$ cat src/hw/shift_port_cfg.svh
// Purpose: Named constants for the three-wire serial shift port.
// Assumes: Included by its bare name from the package and the modules.
// Notes:   Field positions refer to the port pin configuration byte.
`ifndef SHIFT_PORT_CFG_SVH
`define SHIFT_PORT_CFG_SVH

`define SSP_BITS        8          // Bits per transfer
`define SSP_CNT_W       4          // Width of the bit counter
`define SSP_CNT_DONE    4'h8       // Count at which a transfer ends
`define SSP_CNT_ONE     4'h1       // Counter increment
`define SSP_CNT_ZERO    4'h0       // Counter cleared
`define CFG_CS_BIT      0          // Chip-select pin direction bit
`define CFG_SO_BIT      4          // Serial-out pin direction bit
`define CFG_SK_BIT      5          // Shift-clock pin direction bit
`define CFG_PHASE_BIT   6          // Serial-in pin bit, reused as phase select
`define CFG_RESET       8'h00      // Configuration after power-up
`define SR_RESET        8'h00      // Shift register after power-up
`define VEC_SHIFT       8'hF2      // Table entry offset, shift complete
`define VEC_CS          8'hF4      // Table entry offset, chip-select
`define VEC_RESET       8'h00      // Vector output after power-up
`define DIV_W           3          // Divider counter width
`define DIV_HALF_2      3'h1       // Half period, divide by 2
`define DIV_HALF_4      3'h2       // Half period, divide by 4
`define DIV_HALF_8      3'h4       // Half period, divide by 8
`define DIV_ONE         3'h1       // Divider increment
`define DIV_ZERO        3'h0       // Divider cleared

`endif

$ cat src/hw/shift_port_pkg.sv
// Purpose: Types shared by the serial shift port modules.
// Assumes: shift_port_cfg.svh supplies widths.
// Notes:   Holds the phase enum and the main state struct.
`include "shift_port_cfg.svh"

package shift_port_pkg;

    // Shift-clock phase choice
    typedef enum logic {
        PH_NORMAL = 1'b0,                  // Sample on rise, drive on fall
        PH_ALT    = 1'b1                   // Sample on fall, drive on rise
    } phase_e;

    // All state of the port core
    typedef struct packed {
        logic [7:0]               cfg;       // Pin configuration byte
        logic [`SSP_BITS-1:0]     sr;        // Shift register
        logic                     samp;      // Serial-in sample, normal phase
        logic [`SSP_CNT_W-1:0]    cnt;       // Bits shifted so far
        logic                     busy;      // Transfer in progress
        logic                     so;        // Serial-out level
        logic                     so_oe;     // Serial-out enable
        logic                     sk_out;    // Master shift clock level
        logic                     sk_oe;     // Shift-clock enable
        logic                     sk_prev;   // Last synced shift clock
        logic                     cs_prev;   // Last synced chip select
        logic                     pend_shift;// Shift complete pending
        logic                     pend_cs;   // Chip-select pending
        logic                     irq;       // Interrupt request
        logic [7:0]               vec;       // Vector table offset
        logic                     vis_hit;   // Vector select answer
    } port_state_s;

endpackage : shift_port_pkg

$ cat src/hw/pin_sync.sv
// Purpose: Two-stage synchroniser for pin inputs.
// Assumes: Inputs are asynchronous to clk.
// Notes:   First stage feeds only the second stage.
`timescale 1ns/10ps
`include "shift_port_cfg.svh"

module pin_sync #(
    parameter int          W       = 3,     // Number of pins
    parameter logic [W-1:0] RST_VAL = '0    // Level held in reset
) (
    input  wire logic         clk,          // Core clock
    input  wire logic         arst_n,       // Async reset, active low
    input  wire logic [W-1:0] din,          // Raw pin levels
    output logic      [W-1:0] dout          // Synced levels
);
    typedef struct packed {
        logic [W-1:0] s1;                   // Metastable stage
        logic [W-1:0] s2;                   // Stable stage
    } sync_s;

    sync_s q;                               // Registered state
    sync_s d;                               // Next state

    // Next state: shift the pins through two stages
    always_comb begin
        d    = q;
        d.s1 = din;
        d.s2 = q.s1;
    end

    // Register the state
    always_ff @(posedge clk or negedge arst_n) begin
        if (!arst_n) begin
            q <= {RST_VAL, RST_VAL};
        end else begin
            q <= d;
        end
    end

    assign dout = q.s2;

endmodule : pin_sync

$ cat src/hw/sk_divider.sv
// Purpose: Shift-clock generator for master mode.
// Assumes: Runs from the instruction-cycle clock.
// Notes:   Cleared and held low whenever run is low.
`timescale 1ns/10ps
`include "shift_port_cfg.svh"

module sk_divider (
    input  wire logic       clk,            // Instruction-cycle clock
    input  wire logic       arst_n,         // Async reset, active low
    input  wire logic       run,            // Transfer under way
    input  wire logic [1:0] sel,            // Divide select, hi then lo
    output logic            level,          // Shift clock level
    output logic            rise,           // Pulse with each rising level
    output logic            fall            // Pulse with each falling level
);
    typedef struct packed {
        logic [`DIV_W-1:0] cnt;             // Half-period counter
        logic              level;           // Clock level
        logic              rise;            // Rise pulse
        logic              fall;            // Fall pulse
    } div_s;

    div_s q;                                // Registered state
    div_s d;                                // Next state
    logic [`DIV_W-1:0] half;                // Cycles per half period
    logic [`DIV_W-1:0] cnt_nx;              // Incremented count

    // Divide by 2, 4 or 8; codes 00, 01, 1x
    always_comb begin
        d      = q;
        d.rise = 1'b0;
        d.fall = 1'b0;
        half   = sel[1] ? `DIV_HALF_8 : (sel[0] ? `DIV_HALF_4 : `DIV_HALF_2);
        cnt_nx = q.cnt + `DIV_ONE;
        if (!run) begin
            // Idle clock sits low so no runt edge leaves the port
            d.cnt   = `DIV_ZERO;
            d.level = 1'b0;
        end else if (cnt_nx == half) begin
            d.cnt   = `DIV_ZERO;
            d.level = ~q.level;
            d.rise  = ~q.level;
            d.fall  = q.level;
        end else begin
            d.cnt = cnt_nx;
        end
    end

    // Register the state
    always_ff @(posedge clk or negedge arst_n) begin
        if (!arst_n) begin
            q <= '0;
        end else begin
            q <= d;
        end
    end

    assign level = q.level;
    assign rise  = q.rise;
    assign fall  = q.fall;

endmodule : sk_divider

$ cat src/hw/three_wire_serial_shift_port.sv
// Purpose: Eight-bit three-wire serial shift port, master or slave.
// Assumes: clk is the instruction-cycle clock; pins are asynchronous.
// Notes:   Software side is plain ports; serial-out and master shift-clock direction
//          follow the configuration byte, whose serial-in bit selects the phase.
`timescale 1ns/10ps
`include "shift_port_cfg.svh"

module three_wire_serial_shift_port
    import shift_port_pkg::*;
(
    input  wire logic       clk,                 // Instruction-cycle clock
    input  wire logic       arst_n,              // Async reset, active low
    input  wire logic       serial_port_enable,  // Gates port onto pins
    input  wire logic       master_mode,         // 1 master, 0 slave
    input  wire logic       clock_divide_sel_hi, // Divide select high bit
    input  wire logic       clock_divide_sel_lo, // Divide select low bit
    input  wire logic       cfg_wr,              // Pulse: write config byte
    input  wire logic [7:0] cfg_wdata,           // Config byte to write
    input  wire logic       load_wr,             // Pulse: load shift reg
    input  wire logic [7:0] load_data,           // Byte to send
    input  wire logic       busy_wr,             // Pulse: write busy flag
    input  wire logic       busy_wdata,          // Busy value to write
    input  wire logic       shift_int_en,        // Completion irq enable
    input  wire logic       cs_int_en,           // Chip-select irq enable
    input  wire logic       vis_exec,            // Pulse: vector select
    input  wire logic       cs_n_pin,            // Chip select, active low
    input  wire logic       sk_in,               // Shift clock pin input
    input  wire logic       si_pin,              // Serial in pin
    output logic            sk_out,              // Shift clock drive
    output logic            sk_oe,               // Shift clock enable
    output logic            so_out,              // Serial out drive
    output logic            so_oe,               // Serial out enable
    output logic [7:0]      shift_data_q,        // Shift register contents
    output logic            busy_q,              // Busy flag
    output logic [7:0]      port_cfg_q,          // Config byte readback
    output logic            clock_phase_select_q,// Phase flag readback
    output logic            shift_pend_q,        // Completion pending
    output logic            cs_pend_q,           // Chip-select pending
    output logic            irq_q,               // Interrupt request
    output logic [7:0]      vis_vector_q,        // Chosen table offset
    output logic            vis_hit_q            // Pulse: vector chosen
);
    port_state_s q;                              // Registered state
    port_state_s d;                              // Next state
    logic [2:0]  pin_s;                          // Synced cs, sk, si
    logic        cs_s;                           // Synced chip select
    logic        sk_s;                           // Synced shift clock
    logic        si_s;                           // Synced serial in
    logic        div_lvl;                        // Master clock level
    logic        div_rise;                       // Master rise pulse
    logic        div_fall;                       // Master fall pulse
    logic        run_m;                          // Master transfer running
    logic        edge_r;                         // Active rising edge
    logic        edge_f;                         // Active falling edge
    logic        active;                         // Shifting allowed
    phase_e      phase;                          // Current phase
    logic [`SSP_CNT_W-1:0] cnt_nx;               // Counter after a shift

    // Chip select idles high in reset so no false session starts
    pin_sync #(
        .W       (3),
        .RST_VAL (3'h4)
    ) u_sync (
        .clk     (clk),
        .arst_n  (arst_n),
        .din     ({cs_n_pin, sk_in, si_pin}),
        .dout    (pin_s)
    );

    assign cs_s = pin_s[2];
    assign sk_s = pin_s[1];
    assign si_s = pin_s[0];

    // Divider only runs during a master transfer
    assign run_m = q.busy & master_mode & serial_port_enable;

    sk_divider u_div (
        .clk     (clk),
        .arst_n  (arst_n),
        .run     (run_m),
        .sel     ({clock_divide_sel_hi, clock_divide_sel_lo}),
        .level   (div_lvl),
        .rise    (div_rise),
        .fall    (div_fall)
    );

    // Next-state logic for the whole port
    always_comb begin
        d         = q;
        d.vis_hit = 1'b0;
        d.sk_prev = sk_s;
        d.cs_prev = cs_s;
        cnt_nx    = q.cnt + `SSP_CNT_ONE;
        phase     = phase_e'(q.cfg[`CFG_PHASE_BIT]);
        // Edges come from the divider as master, from the pin as slave
        edge_r    = master_mode ? div_rise : (sk_s & ~q.sk_prev);
        edge_f    = master_mode ? div_fall : (~sk_s & q.sk_prev);
        // Slave shifts only while busy and selected; master frames by busy
        active    = q.busy & serial_port_enable
                  & (master_mode | ~cs_s);

        // Serial shifting
        if (active) begin
            case (phase)
                PH_NORMAL: begin
                    if (edge_r) begin
                        d.samp = si_s;
                    end
                    if (edge_f) begin
                        d.sr  = {q.sr[`SSP_BITS-2:0], q.samp};
                        d.so  = q.sr[`SSP_BITS-2];
                        d.cnt = cnt_nx;
                    end
                end
                PH_ALT: begin
                    if (edge_r) begin
                        d.so = q.sr[`SSP_BITS-1];
                    end
                    if (edge_f) begin
                        d.sr  = {q.sr[`SSP_BITS-2:0], si_s};
                        d.cnt = cnt_nx;
                    end
                end
                default: begin
                    d.cnt = q.cnt;
                end
            endcase
            // Received byte stays in the register for software
            if (edge_f && cnt_nx == `SSP_CNT_DONE) begin
                d.busy = 1'b0;
                d.cnt  = `SSP_CNT_ZERO;
            end
        end

        // Software writes win over a shift in the same cycle
        if (cfg_wr) begin
            d.cfg = cfg_wdata;
        end
        if (busy_wr) begin
            // Clearing early allows a short transfer
            d.busy = busy_wdata;
            d.cnt  = `SSP_CNT_ZERO;
        end
        if (load_wr) begin
            // Per-byte load must land before the master clocks again
            d.sr   = load_data;
            d.so   = load_data[`SSP_BITS-1];
            d.busy = 1'b1;
            d.cnt  = `SSP_CNT_ZERO;
        end

        // Pin drive follows enable and direction bits; shift clock only as master
        d.so_oe  = serial_port_enable & d.cfg[`CFG_SO_BIT];
        d.sk_oe  = serial_port_enable & d.cfg[`CFG_SK_BIT]
                 & master_mode;
        // Busy gate hides the divider's last toggle as busy drops
        d.sk_out = master_mode & q.busy & div_lvl;

        // Vector select: completion ranks above chip select
        if (vis_exec) begin
            if (q.pend_shift && shift_int_en) begin
                d.vec        = `VEC_SHIFT;
                d.vis_hit    = 1'b1;
                d.pend_shift = 1'b0;
            end else if (q.pend_cs && cs_int_en) begin
                d.vec     = `VEC_CS;
                d.vis_hit = 1'b1;
                d.pend_cs = 1'b0;
            end else begin
                d.vec = q.vec;
            end
        end

        // Sets come after clears so a coincident event is kept
        if (q.busy && !d.busy) begin
            d.pend_shift = 1'b1;
        end
        if (q.cs_prev && !cs_s) begin
            d.pend_cs = 1'b1;
        end
        d.irq = (d.pend_shift & shift_int_en)
              | (d.pend_cs & cs_int_en);
    end

    // Register the state; phase flag clears at power-up
    always_ff @(posedge clk or negedge arst_n) begin
        if (!arst_n) begin
            q         <= '0;
            q.cfg     <= `CFG_RESET;
            q.sr      <= `SR_RESET;
            q.vec     <= `VEC_RESET;
            q.cs_prev <= 1'b1;
        end else begin
            q <= d;
        end
    end

    // Outputs straight from the state register
    assign sk_out               = q.sk_out;
    assign sk_oe                = q.sk_oe;
    assign so_out               = q.so;
    assign so_oe                = q.so_oe;
    assign shift_data_q         = q.sr;
    assign busy_q               = q.busy;
    assign port_cfg_q           = q.cfg;
    assign clock_phase_select_q = q.cfg[`CFG_PHASE_BIT];
    assign shift_pend_q         = q.pend_shift;
    assign cs_pend_q            = q.pend_cs;
    assign irq_q                = q.irq;
    assign vis_vector_q         = q.vec;
    assign vis_hit_q            = q.vis_hit;
endmodule : three_wire_serial_shift_port

$ cat config.mk
export PLATFORM = sky130hd
export DESIGN_NAME = three_wire_serial_shift_port
export DESIGN_NICKNAME = d
export VERILOG_FILES = /design/src/hw/shift_port_pkg.sv /design/src/hw/pin_sync.sv /design/src/hw/sk_divider.sv /design/src/hw/three_wire_serial_shift_port.sv
export VERILOG_INCLUDE_DIRS = /design/src /design/src/hw
export SDC_FILE = /design/constraint.sdc
export NUM_CORES = 1
export LEC_CHECK = 0
export ABC_CLOCK_PERIOD_IN_PS = 1850
export CAP_MARGIN = 20
export CORE_MARGIN = 2
export CORE_UTILIZATION = 50
export CTS_CLUSTER_DIAMETER = 80
export DETAILED_ROUTE_END_ITERATION = 6
export DONT_BUFFER_PORTS = 1
export HOLD_SLACK_MARGIN = 0.12
export PLACE_DENSITY = 0.79
export SYNTH_ARGS = -nofsm -noshare
export SYNTH_HDL_FRONTEND = slang
export SYNTH_HIERARCHICAL = 1
export SYNTH_SLANG_ARGS = --single-unit
$ cat constraint.sdc
create_clock -name clk -period 1.85 [get_ports clk]
set_clock_uncertainty 0.2 [all_clocks]
set_input_delay 0.185 -clock clk [delete_from_list [all_inputs] [get_ports clk]]
set_output_delay 0.185 -clock clk [all_outputs]
set_load 0.01 [all_outputs]
==> impl_metrics.env <==
export IMPL_outcome="finished with violations"
export IMPL_failed_checks="setup timing"
export IMPL_antenna_violating_nets_post_route=0
export IMPL_area_delta_synth_final_pct=21.76
export IMPL_post_route_cells_drive_above_1_share_pct=17.49
export IMPL_htreeDepth=2
export IMPL_synth_seq_area_share_pct=52.62
export IMPL_fp_dieW_um=70.97
export IMPL_min_period_over_period_pct=101.0
export IMPL_vias_in_the_first_global_route=1499
export IMPL_min_from="clock_divide_sel_lo"
export IMPL_hold_class="in -> reg"
export IMPL_detail_route_wirelength_um=4228
export IMPL_final_net_count=257
export IMPL_critPathArrivalTime_ns=1.90
export IMPL_clock_sink_count=47
export IMPL_place_worst_setup_slack_ns=-0.01333
export IMPL_groute_layer_met3_usage_pct=5.413
export IMPL_layout_filler_cells=356
export IMPL_die_h_um=70.97
export IMPL_clock_tree_buffer_depth=2
export IMPL_avgRoutedWirePerCell_um=15.37
export IMPL_synth_main_ff_cell="dfrtp_1"
export IMPL_cp_max_fo=5
export IMPL_coreArea_sq_um=4324
export IMPL_worst_setup_path_type="reg -> reg"
export IMPL_design_die_area_sq_um=5036
export IMPL_synth_async_sr_flop_share_pct=100.0
export IMPL_worst_path_setup_slack_after_routing_ns=-0.01915
export IMPL_worstSkewPairLatency_ns=0.30
export IMPL_most_frequent_cells_in_the_layout="44 x dfrtp_1, 39 x dlygate4sd3_1, 20 x nand2_1"
export IMPL_row_count=24
export IMPL_required_ns=1.88
export IMPL_synthesized_area_divided_by_synthesized_cell_count_sq_um=11.32
export IMPL_synth_edf_count=0
export IMPL_groute_layer_met1_usage_pct=22.78
export IMPL_cts_clk_slew_worst_paths_ns=0.09
export IMPL_post_cts_hold_buffer_count=40
export IMPL_power_leakage_uw=0.001190
export IMPL_hold_worst_slack_ns=0.07291
export IMPL_totalPowerFinal_uw=2270
export IMPL_io_pins=66
export IMPL_gpl_final_weighted_congestion=0.8361
export IMPL_r2r_end="u_div/fall"
export IMPL_io_buffers=0
export IMPL_cts_made_buffers=5
export IMPL_gr_max_usage_layer="met2"
export IMPL_r2r_slack_ns=-0.02
export IMPL_cts_tree="yes"
export IMPL_use_met2_pct=30.32
export IMPL_gr_usage_all_layers_pct=18.36
export IMPL_min_delay_path_depth=3
export IMPL_drcViolationCount=0
export IMPL_rr_worst_depth=5
export IMPL_max_slew_margin_rel_pct=61.70
export IMPL_vdd_ir_max_mv=0.5294
export IMPL_floorplan_initialDensity_pct=51.85
export IMPL_setup_violations=1
export IMPL_postSynthCellCount=198
export IMPL_first_pass_iters=4
export IMPL_initial_antenna_violation_count=0
export IMPL_finalCriticalPeriod_ns=1.869
export IMPL_grt_overflow=0
export IMPL_grt_setup_unrepaired="yes"
export IMPL_power_density_cell_area_nw_per_um2=831.6
export IMPL_dr_total_vias=1467
export IMPL_worst_pin_slew_ns=0.5726
export IMPL_crit_reg_reg_startpoint="u_div/q[3]"
export IMPL_antennaDiodeCount=0
export IMPL_ys_seq_elements=47
export IMPL_finish_utilization_pct=63.14
export IMPL_post_dp_hpwl_um=2663
export IMPL_grt_pass1_wl_um=7093
export IMPL_syn_cell_area_sq_um=2242
export IMPL_final_max_slew_violation_count=0
export IMPL_mostFrequentLayoutCell="dfrtp_1"
export IMPL_netlist_cell_type_count=46
export IMPL_drt_iter0_markers=160
export IMPL_timing_hold_worst_endpoint="u_div/q[3]"
export IMPL_yosysWarningCount=6
export IMPL_drv_max_cap_violation_count=0
export IMPL_hold_viol_final=0
export IMPL_max_freq_mhz=535.0
export IMPL_cp_end_kind="flip-flop"
export IMPL_root_buffer="clkbuf_8"
export IMPL_worstSetupStartpointType="flip-flop"
export IMPL_avgViaCountPerCell=5.335
export IMPL_grt_max_degree=48
==> sequential cells by signal, summed over array words and instances (netlist names), 3 cells and up <==
register and count:
shift_data_q 8, u_sync/dout 3, u_div/q 3, q 7
u_sync/d 3, port_cfg_q 8, vis_vector_q 3
==> worst max-delay path, cell delays in order, from the launching register on <==
cell      delay [ns]
dfrtp_1         0.42
ha_4            0.23
or3_4           0.37
a211oi_4        0.27
a21oi_4         0.07
and3b_1         0.24
==> kinds of logic after synthesis <==
kind of cell / Yosys count / share of synthesized area (%)
and+or+nand+nor: 57 / 13.00
DFF: 47 / 52.62
buffers and inverters: 35 / 10.71
AOI/OAI and AO/OA: 32 / 10.88
muxes: 19 / 9.040
xor gates and xnor gates: 4 / 1.898
adders and majority gates: 3 / 1.674
other: 1 / 0.1673
==> cell type report <==
class | count | area, sq um | share of cell area, %
Clock inverter | 3 | 47.55 | 1.742
Timing Repair Buffer | 45 | 471.7 | 17.28
Sequential cell | 47 | 1180 | 43.22
Multi-Input combinational cell | 117 | 874.6 | 32.03
Clock buffer | 5 | 68.82 | 2.521
Tap cell | 52 | 65.06 | 2.383
Inverter | 6 | 22.52 | 0.8249
==> layer usage <==
layer	share of wire [%]	routed length [um]
met2	51	2140
met3	6.8	287
met4	1.6	69
met1	41	1731
met5	0	0
==> synthesized netlist by cell type (all sizes together), types with 6 or more instances <==
cell   instances  area share [%]
a21oi          6             1.5
buf           26             9.2
dfrtp         44              49
inv            6             1.0
mux2          10             5.0
mux2i          9             4.0
nand2         21             3.5
nand3          6             1.3
nor2           7             1.2
o21ai         11             2.5
==> where the power goes <==
group          switching, uW  internal, uW
Clock                    357           410
Combinational            132           174
Sequential              89.3          1110
Total                    578          1690
==> timing repair <==
item	in CTS	in global routing
gates resized for setup	3	7
hold endpoints to repair	89	1
setup buffers	0	0
pin swaps	2	2
setup endpoints to repair	6	15
gates cloned	0	0
==> worst max-delay path by stage <==
stage,end,start,slack [ns],cells past startpoint
floorplan,shift_data_q[1],u_sync/dout[1],0.009,5
global placement,so_out,u_sync/dout[1],0.03,5
detailed placement,u_div/q[5],u_div/q[4],-0.01,5
CTS,u_div/fall,u_div/q[3],-0.02,5
global route,u_div/fall,u_div/q[3],-0.08,5
finish,u_div/fall,u_div/q[3],-0.02,5
==> stage by stage <==
step           std cells  cell area, sq um  setup TNS [ns]
2_1_floorplan        199              2258               0
3_3_place_gp         227              2156               0
3_5_place_dp         227              2156        -0.02220
4_1_cts              275              2705        -0.04742
5_1_grt              275              2730         -0.7212
6_report             275              2730        -0.01915
Note: power is estimated with default switching activity, not from simulation.
